<file path="config.mk">
export PLATFORM = sky130hd
export DESIGN_NAME = ddrtp_ctrl
export DESIGN_NICKNAME = d
export VERILOG_FILES = /design/src/ddrtp_pkg.sv /design/src/ddrtp_ctrl.sv
export VERILOG_INCLUDE_DIRS = /design/src
export SDC_FILE = /design/constraint.sdc
export NUM_CORES = 1
export LEC_CHECK = 0
export BUFFER_PORTS_ARGS = -buffer_cell sky130_fd_sc_hd__buf_4
export CORE_UTILIZATION = 55
export CTS_CLUSTER_DIAMETER = 120
export DETAILED_ROUTE_END_ITERATION = 8
export PLACE_DENSITY = 0.87
export RECOVER_POWER = 100
export SLEW_MARGIN = 10
export SYNTH_ARGS = -nofsm -noshare
export SYNTH_HDL_FRONTEND = slang
export SYNTH_SLANG_ARGS = --single-unit
</file>
<file path="constraint.sdc">
create_clock -name clock -period 5.7 [get_ports clock]
set_clock_uncertainty 0.05 [all_clocks]
set_input_delay 0.285 -clock clock [delete_from_list [all_inputs] [get_ports clock]]
set_output_delay 0.285 -clock clock [all_outputs]
set_load 0.1 [all_outputs]
</file>
<file path="src/ddrtp_regs.svh">
// Purpose: register map, field ranges and reset values for the
//          DDR termination and PHY control block
// Assumes: APB, 32-bit data, one aligned word per register
// Notes:   field ranges are given as msb:lsb for part-selects
//
// Behaviour
// hold mode register 3 value for init
// read termination extend adds one cycle
// read select: 0 none, 2, 4 decoded
// write termination extend adds one cycle
// write select: 0 none, 3, 9, 12 decoded
// local read termination extend one cycle
// local read termination only when enabled
// two strobe delay copies, lane 0 first
// capture window: fixed delay plus offset
// software keeps reserved delay bits at 3
// fifo soft reset holds interface fifos
// master reset holds phy, resets set
// pin drive only when enable bit set
// stub series mode bit, reset set
// calibration start, cleared on completion
// termination impedance code, reset 3
// drive strength code, reset 11
// software sets codes before calibration start
// read termination after programmed delay
// write termination after programmed delay
// local termination delay plus lane offset
// reserved selects drive no termination
`ifndef DDRTP_REGS_SVH
`define DDRTP_REGS_SVH
// byte offsets
`define DT_OFF_MR3   8'h00
`define DT_OFF_TERM  8'h04
`define DT_OFF_DLY0  8'h08
`define DT_OFF_DLY1  8'h0c
`define DT_OFF_PHY   8'h10
`define DT_OFF_ZCAL  8'h14
`define DT_OFF_TDLY  8'h18
// reset values
`define DT_MR3_RST   16'h0000
`define DT_TERM_RST  12'h000
`define DT_DLY_RST   11'h360
`define DT_IFACE_MASTER_RESET   8'h03
`define DT_ZCAL_RST  9'h076
`define DT_TDLY_RST  16'h0000
// select encodings
`define DT_RSEL_CS1  4'h2
`define DT_RSEL_CS0  4'h4
`define DT_WSEL_ANY0 4'h3
`define DT_WSEL_OWN  4'h9
`define DT_WSEL_ANY1 4'hc
// termination window base length in cycles
`define DT_BURST_CYC 2
`endif

</file>
<file path="src/ddrtp_pkg.sv">
// Purpose: register layout types for the termination/PHY block
// Assumes: field order msb first matches the register bits
// Notes:   none
package ddrtp_pkg;
    typedef logic [3:0] ddrtp_code_t;
    typedef struct packed {
        logic        rd_ext;
        logic [3:0]  rd_sel;
        logic        wr_ext;
        logic [3:0]  wr_sel;
        logic        lrd_ext;
        logic        lrd_en;
    } ddrtp_term_t;
    typedef struct packed {
        logic [2:0]  rsv_hi;
        logic [2:0]  rsv_lo;
        logic [4:0]  offs;
    } ddrtp_dly_t;
    typedef struct packed {
        logic        fifo_rst;
        logic [1:0]  pad;
        logic        odt_oe;
        logic        ck_oe;
        logic        cl_oe;
        logic        sstl;
        logic        rst;
    } ddrtp_phy_t;
    typedef struct packed {
        ddrtp_code_t term;
        ddrtp_code_t drive;
        logic        start;
    } ddrtp_zcal_t;
    typedef struct packed {
        logic [3:0]  rd;
        logic [3:0]  wr;
        logic [3:0]  lrd;
        logic [3:0]  fixed;
    } ddrtp_tdly_t;
endpackage

</file>
<file path="src/ddrtp_ctrl.sv">
// Purpose: termination, strobe window and PHY control registers
// Assumes: read/write command strobes come from the same clock
// Notes:   cal_clk and cal_done are asynchronous, sampled here
//
// Our own choices: the address map and the APB interface to the registers.
`timescale 1ns/100ps
`include "ddrtp_regs.svh"
module ddrtp_ctrl (
    // clock and reset
    input  wire logic                clock,
    input  wire logic                rst_n,
    // apb slave
    input  wire logic                psel,
    input  wire logic                penable,
    input  wire logic                pwrite,
    input  wire logic [7:0]          paddr,
    input  wire logic [31:0]         pwdata,
    output logic      [31:0]         prdata,
    output logic                     pready,
    output logic                     pslverr,
    // command engine
    input  wire logic                rd_cmd,
    input  wire logic                wr_cmd,
    input  wire logic                cmd_cs,
    // calibration engine link
    input  wire logic                cal_clk,
    input  wire logic                cal_done,
    output logic                     cal_req,
    output ddrtp_pkg::ddrtp_code_t   term_impedance_code,
    output ddrtp_pkg::ddrtp_code_t   drive_strength_code,
    // phy controls
    output logic      [15:0]         mode_reg3_value,
    output logic      [1:0]          odt,
    output logic                     term_pin_output_enable,
    output logic                     clock_pin_output_enable,
    output logic                     command_lane_output_enable,
    output logic                     stub_series_mode_enable,
    output logic                     iface_master_reset,
    output logic                     iface_fifo_soft_reset,
    // per byte lane
    output logic      [1:0]          local_term,
    output logic      [1:0]          capture_win,
    output logic      [3:0]          capture_phase
);
    import ddrtp_pkg::*;

    // register storage
    logic [15:0]  mr3_r;        // mode register 3 image
    ddrtp_term_t  term_r;       // termination control
    ddrtp_dly_t   dly_r [2];    // strobe delay per lane
    ddrtp_phy_t   phy_r;        // phy configuration
    ddrtp_zcal_t  zcal_r;       // impedance calibration
    ddrtp_tdly_t  tdly_r;       // termination delays
    // apb state
    logic [31:0]  rdata_nxt;    // read mux
    logic         hit;          // mapped address
    logic         wr_acc;       // write takes effect
    logic         setup;        // setup phase
    // calibration link sync
    logic         cclk_s1_r;
    logic         cclk_s2_r;
    logic         cclk_s3_r;
    logic         done_s1_r;
    logic         done_s2_r;
    logic         done_evt;     // completion seen
    // command history per chip select
    logic [31:0]  rh_r [2];
    logic [31:0]  wh_r [2];
    logic [31:0]  rv [2];       // history incl. now
    logic [31:0]  wv [2];
    logic [31:0]  rany;         // any read
    logic [31:0]  wany;         // any write
    logic [1:0]   odt_nxt;
    logic [1:0]   odt_r;
    logic [1:0]   lt_nxt;
    logic [1:0]   lt_r;
    logic [1:0]   cw_nxt;
    logic [1:0]   cw_r;
    logic [3:0]   ph_r;
    logic         cal_req_r;
    logic [31:0]  prdata_r;
    logic         pready_r;
    logic         pslverr_r;

    // window of burst length at delay d, plus one if extended
    function automatic logic win(input logic [31:0] v,
                                 input logic [4:0]  d,
                                 input logic        ext);
        logic r;
        r = 1'b0;
        for (int k = 0; k < `DT_BURST_CYC; k++) begin
            r = r | v[5'(d + 5'(k))];
        end
        return r | (ext & v[5'(d + 5'(`DT_BURST_CYC))]);
    endfunction

    // apb decode
    assign setup  = psel & ~penable;
    assign wr_acc = psel & penable & pwrite & pready_r & hit;

    // read mux, unmapped reads zero
    always_comb begin
        hit       = 1'b1;
        rdata_nxt = 32'h0000_0000;
        case (paddr)
            `DT_OFF_MR3:  rdata_nxt = {16'h0000, mr3_r};
            `DT_OFF_TERM: rdata_nxt = {20'h00000, term_r};
            `DT_OFF_DLY0: rdata_nxt = {21'h0, dly_r[0]};
            `DT_OFF_DLY1: rdata_nxt = {21'h0, dly_r[1]};
            `DT_OFF_PHY:  rdata_nxt = {24'h000000, phy_r};
            `DT_OFF_ZCAL: rdata_nxt = {23'h0, zcal_r};
            `DT_OFF_TDLY: rdata_nxt = {16'h0000, tdly_r};
            default:      hit = 1'b0;
        endcase
    end

    // one wait-free access phase: answer prepared in setup
    always_ff @(posedge clock) begin
        if (!rst_n) begin
            pready_r  <= 1'b0;
            pslverr_r <= 1'b0;
            prdata_r  <= 32'h0000_0000;
        end else if (setup) begin
            pready_r  <= 1'b1;
            pslverr_r <= ~hit;
            prdata_r  <= pwrite ? 32'h0000_0000 : rdata_nxt;
        end else begin
            pready_r  <= 1'b0;
            pslverr_r <= 1'b0;
        end
    end

    // mode register 3 image
    always_ff @(posedge clock) begin
        if (!rst_n) begin
            mr3_r <= `DT_MR3_RST;
        end else if (wr_acc && paddr == `DT_OFF_MR3) begin
            mr3_r <= pwdata[15:0];
        end
    end

    // termination control and delays
    always_ff @(posedge clock) begin
        if (!rst_n) begin
            term_r <= `DT_TERM_RST;
            tdly_r <= `DT_TDLY_RST;
        end else if (wr_acc) begin
            if (paddr == `DT_OFF_TERM) begin
                term_r <= pwdata[11:0];
            end
            if (paddr == `DT_OFF_TDLY) begin
                tdly_r <= pwdata[15:0];
            end
        end
    end

    // strobe delay, one copy per lane
    always_ff @(posedge clock) begin
        if (!rst_n) begin
            dly_r[0] <= `DT_DLY_RST;
            dly_r[1] <= `DT_DLY_RST;
        end else if (wr_acc) begin
            if (paddr == `DT_OFF_DLY0) begin
                dly_r[0] <= pwdata[10:0];
            end
            if (paddr == `DT_OFF_DLY1) begin
                dly_r[1] <= pwdata[10:0];
            end
        end
    end

    // phy configuration, master reset and sstl set at reset
    always_ff @(posedge clock) begin
        if (!rst_n) begin
            phy_r <= `DT_IFACE_MASTER_RESET; // see R12
        end else if (wr_acc && paddr == `DT_OFF_PHY) begin
            // unused bits 6:5 always stored as zero
            phy_r <= {pwdata[7], 2'b00, pwdata[4:0]};
        end
    end

    // calibration link: two flops before any use
    always_ff @(posedge clock) begin
        if (!rst_n) begin
            cclk_s1_r <= 1'b0;
            cclk_s2_r <= 1'b0;
            cclk_s3_r <= 1'b0;
            done_s1_r <= 1'b0;
            done_s2_r <= 1'b0;
        end else begin
            cclk_s1_r <= cal_clk;
            cclk_s2_r <= cclk_s1_r;
            cclk_s3_r <= cclk_s2_r;
            done_s1_r <= cal_done;
            done_s2_r <= done_s1_r;
        end
    end

    // done sampled on a rising link clock edge
    assign done_evt = cclk_s2_r & ~cclk_s3_r & done_s2_r & zcal_r.start;

    // calibration register; a new start beats completion
    always_ff @(posedge clock) begin
        if (!rst_n) begin
            zcal_r <= `DT_ZCAL_RST; // see R16
        end else begin
            if (done_evt) begin
                zcal_r.start <= 1'b0;
            end
            if (wr_acc && paddr == `DT_OFF_ZCAL) begin
                zcal_r.term  <= pwdata[8:5];
                zcal_r.drive <= pwdata[4:1];
                if (pwdata[0]) begin
                    zcal_r.start <= 1'b1; // see R15
                end
            end
        end
    end

    // request level follows the start bit
    always_ff @(posedge clock) begin
        if (!rst_n) begin
            cal_req_r <= 1'b0;
        end else begin
            cal_req_r <= zcal_r.start;
        end
    end

    // command history per chip select
    for (genvar g = 0; g < 2; g++) begin : g_cs
        assign rv[g] = {rh_r[g][30:0], rd_cmd & (cmd_cs == 1'(g))};
        assign wv[g] = {wh_r[g][30:0], wr_cmd & (cmd_cs == 1'(g))};
        always_ff @(posedge clock) begin
            if (!rst_n) begin
                rh_r[g] <= 32'h0000_0000;
                wh_r[g] <= 32'h0000_0000;
            end else begin
                rh_r[g] <= rv[g];
                wh_r[g] <= wv[g];
            end
        end
    end

    assign rany = rv[0] | rv[1];
    assign wany = wv[0] | wv[1];

    // external termination decode; reserved selects give nothing
    always_comb begin
        odt_nxt = 2'b00;
        // reads: delay field, extend bit
        if (term_r.rd_sel == `DT_RSEL_CS1) begin
            odt_nxt[0] = win(rv[1], 5'(tdly_r.rd), term_r.rd_ext); // see R3 see R19
        end
        if (term_r.rd_sel == `DT_RSEL_CS0) begin
            odt_nxt[1] = win(rv[0], 5'(tdly_r.rd), term_r.rd_ext); // see R3 see R19
        end
        // writes
        case (term_r.wr_sel)
            `DT_WSEL_ANY0: begin
                odt_nxt[0] = odt_nxt[0] | win(wany, 5'(tdly_r.wr), term_r.wr_ext);
            end
            `DT_WSEL_OWN: begin
                odt_nxt[0] = odt_nxt[0] | win(wv[0], 5'(tdly_r.wr), term_r.wr_ext);
                odt_nxt[1] = odt_nxt[1] | win(wv[1], 5'(tdly_r.wr), term_r.wr_ext);
            end
            `DT_WSEL_ANY1: begin
                odt_nxt[1] = odt_nxt[1] | win(wany, 5'(tdly_r.wr), term_r.wr_ext);
            end
            default: begin
            end
        endcase
        // pin quiet unless driven and phy out of reset
        if (!phy_r.odt_oe || phy_r.rst) begin
            odt_nxt = 2'b00; // see R13
        end
    end

    // per lane local termination and capture window
    for (genvar l = 0; l < 2; l++) begin : g_lane
        // local termination only while enabled and out of reset
        assign lt_nxt[l] = term_r.lrd_en & ~phy_r.rst &
            win(rany, 5'(tdly_r.lrd) + 5'(dly_r[l].offs[4:2]),
                term_r.lrd_ext); // see R21
        // one-cycle capture window at fixed delay plus whole cycles
        assign cw_nxt[l] = ~phy_r.rst & rany[5'(tdly_r.fixed) +
                                             5'(dly_r[l].offs[4:2])];
    end

    // registered pin outputs
    always_ff @(posedge clock) begin
        if (!rst_n) begin
            odt_r <= 2'b00;
            lt_r  <= 2'b00;
            cw_r  <= 2'b00;
            ph_r  <= 4'h0;
        end else begin
            odt_r <= odt_nxt;
            lt_r  <= lt_nxt;
            cw_r  <= cw_nxt;
            ph_r  <= {dly_r[1].offs[1:0], dly_r[0].offs[1:0]};
        end
    end

    // outputs straight from flops
    assign prdata                     = prdata_r;
    assign pready                     = pready_r;
    assign pslverr                    = pslverr_r;
    assign mode_reg3_value            = mr3_r;
    assign odt                        = odt_r;
    assign local_term                 = lt_r;
    assign capture_win                = cw_r;
    assign capture_phase              = ph_r;
    assign cal_req                    = cal_req_r;
    assign term_impedance_code        = zcal_r.term;
    assign drive_strength_code        = zcal_r.drive;
    assign term_pin_output_enable     = phy_r.odt_oe;
    assign clock_pin_output_enable    = phy_r.ck_oe;
    assign command_lane_output_enable = phy_r.cl_oe;
    assign stub_series_mode_enable    = phy_r.sstl;
    assign iface_master_reset         = phy_r.rst;
    assign iface_fifo_soft_reset      = phy_r.fifo_rst;
endmodule

</file>
==> impl_results.md <==
- Area contributors post-synth: dfxtp_1 (31%), mux4_2 (22%), mux2i_1 (7.2%)
- Worst skew pair latency: 520 ps
- Area grow syn2layout: 10.1%
- Post CTS Setup Buffer Count: 0
- Pin count of the biggest net entering global routing: 131
- Hold_ws: 16.5 ps
- Commonest non-fill, non-tap cell in the layout: dfxtp_1
- Most common flop cell mapped by yosys: dfxtp_1
- Flops & latches, synth: 235
- First-pass GRT wire length: 58100 um
- Via count: 11.0k
- Final period util: 80.3%
- Initial core utilization: 55.9%
- Routed WL: 36200 um
- Synth area leader: dfxtp_1
- Power Internal: 2.67 mW
- Leakage: 5.10 nW
- Row count: 57
- I/O Pins: 125
- Critical-path maximum fanout: 38
- # DRC: 0
- Final core utilization: 61.6%
- Die Y: 159 um
- Commonest non-fill, non-tap cells in the layout: dfxtp_1 (212), nor2_1 (141), mux4_2 (131)
- Final setup violation count: 0
- Bufs and invs on worst path: 0
- # port buffers: 92
- Hold buffer count at cts: 13
- CTS tree: yes
- Routed length per instance: 21.7 um
- Critical path required time: 6000 ps
- Worst setup SP type: flip-flop
- Critical Path End Type: flip-flop
- Hold Path Class: in2reg
- Antenna-violating nets left: 0
- Max-cap violation count: 3
- Crit path arrival time: 4880 ps
- Total grt overflow: 0
- EDFF count, synth: 22
- Mapped cell area: 13600 sq um
- First drt pass iteration count: 7
- Clock buffer count from CTS: 25
- Setup tns final: 0 ps
- Clock share of power: 44.7%
- Die width: 159 um
- Post-synthesis sequential area ratio: 36.3%
- Critical path class: reg2reg
- Average size of a mapped cell: 10.6 sq um
- Overall Power: 3.47 mW
- Switching power: 804 uW
- Largest delay share family, worst path: flip-flops
- PostCTS Resize Cnt: 0
- CTS Sinks: 235
- Logic pwr share: 6.8%
- Switch share: 23.2%
- Clk Tree Root Cell: clkbuf_16
- Post-Layout Inst Area: 14900 sq um
- Gr usage total: 28.6%
- Slowest stage cell, crit path: dfxtp_1
- Clock-pin slew of the registers on the worst-case setup and hold paths: 60 ps
- Placed Area: 14200 sq um
- Max Buffers Root-to-Sink: 3
- CP cell instances: ha_1 > mux4_2 > and2_1 > a211oi_1 > nor2_1 > o41ai_1 > a21o_1 > a31oi_1
- CTS H-Tree Depth: 1
- Slowest stage delay, CP: 1500 ps
- VDD IR max: 0.216 mV
- Synth cell types: 63
- Fill cell count: 1901
- Vias per cell: 6.57
- Unrepaired setup endpoints after global routing: false
- Layout Nets: 1401
- Pwr dens: 232 nW/um^2
- Failing checks: max-capacitance violations, max-slew violations
- Outcome: finished with violations
- RD Place Congestion: 0.979
- Syn Inst Count: 1279
- Fmax: 0.219 GHz
- Ant. Diodes: 0
- Slew Limit Headroom: -164%
- Die Area: 25300 sq um
- FFs w/ async S/R, synth: 0%
- Initial antenna violation count: 0
- Seq pwr share: 48.5%
- Core Footprint: 24200 sq um
- Initial DRC Count: 1282
- Actual slew at the worst max-slew pin: 3960 ps
- Tmin final: 4580 ps
- DP HPWL: 25500 um
- Hold Violations, Final: 0
- Post-synth top area share: 31.4%
- Vias in the first global route: 10.7k
- Share of cells above drive strength 1: 17.0%
- Final Max Tran Viols: 240
- Yosys warnings: 0
==> metrics by stage <==
step | instances | setup slack (ps)
CTS | 1668 | 1700
global placement | 1611 | 1830
floorplan | 1294 | 2400
detailed placement | 1611 | 1730
finish | 1668 | 1120
global route | 1668 | 729
==> sequential cells by signal (all words and copies together), names as in the netlist, 2 cells and up <==
name and cells:
tdly_r 16, capture_phase 4, odt 2, local_term 2
term_impedance_code 4, wh_r 58, mode_reg3_value 16, prdata 16
term_r 12, drive_strength_code 4, capture_win 2, rh_r 62
dly_r 22
==> kinds of logic after synthesis <==
logic type | Yosys count | share of synthesized area, %
compound gates | 186 | 8.74
mux | 233 | 29.3
simple gates | 444 | 16.8
fa+ha+maj | 24 | 2.44
other cells | 1 | 0.0277
buf+inv | 131 | 4.72
flops | 235 | 36.3
xor+xnor | 25 | 1.61
==> layer usage <==
metal / track usage [%] / share of wire (%) / vias up / wire length, um
met5: 0 / 0 / - / 0
met4: 12.0 / 4.3 / 0 / 1560
met3: 4.51 / 10 / 123 / 3640
met2: 46.8 / 48 / 712 / 17300
met1: 38.0 / 38 / 5348 / 13700
li1: - / - / 4783 / -
==> synthesized netlist by cell type, types with 12 or more instances <==
cell type and n:
a211oi_1 14, a21oi_1 72, a22oi_1 14, and2_1 140, buf_2 23, buf_4 25, clkbuf_1 53, dfxtp_1 213
edfxtp_1 22, ha_1 20, inv_1 14, mux2i_1 97, mux4_2 131, nand2_1 51, nor2_1 141, nor2b_1 15
nor3_1 50, o21ai_0 25, xnor2_1 12, xor2_1 13
==> cell type report <==
cell class / count / area (sq um) / share of cell area (%)
Tap cell: 324 / 405 / 2.71
Multi-Input combinational cell: 928 / 8050 / 53.9
Clock buffer: 38 / 754 / 5.05
Inverter: 18 / 67.6 / 0.452
Clock inverter: 6 / 42.5 / 0.285
Sequential cell: 235 / 4930 / 33.0
Timing Repair Buffer: 119 / 686 / 4.59
==> power by group through the flow <==
stage / clock network, mW / registers [mW] / logic [mW]
2_1_floorplan: 0 / 1.73 / 0.167
3_3_place_gp: 0 / 1.72 / 0.223
3_5_place_dp: 0 / 1.72 / 0.227
4_1_cts: 1.57 / 1.68 / 0.236
5_1_grt: 1.65 / 1.68 / 0.250
6_report: 1.55 / 1.68 / 0.237
==> final timing paths <==
check               from           to  slack (ps)  cells past startpoint
min               wr_cmd   wh_r[1][0]          20                      2
min reg2reg  wh_r[0][22]  wh_r[0][23]         380                      1
max           tdly_r[12]       odt[0]        1120                      8
max reg2reg   tdly_r[12]       odt[0]        1120                      8
No activity file was read; power rests on OpenSTA's default activity.
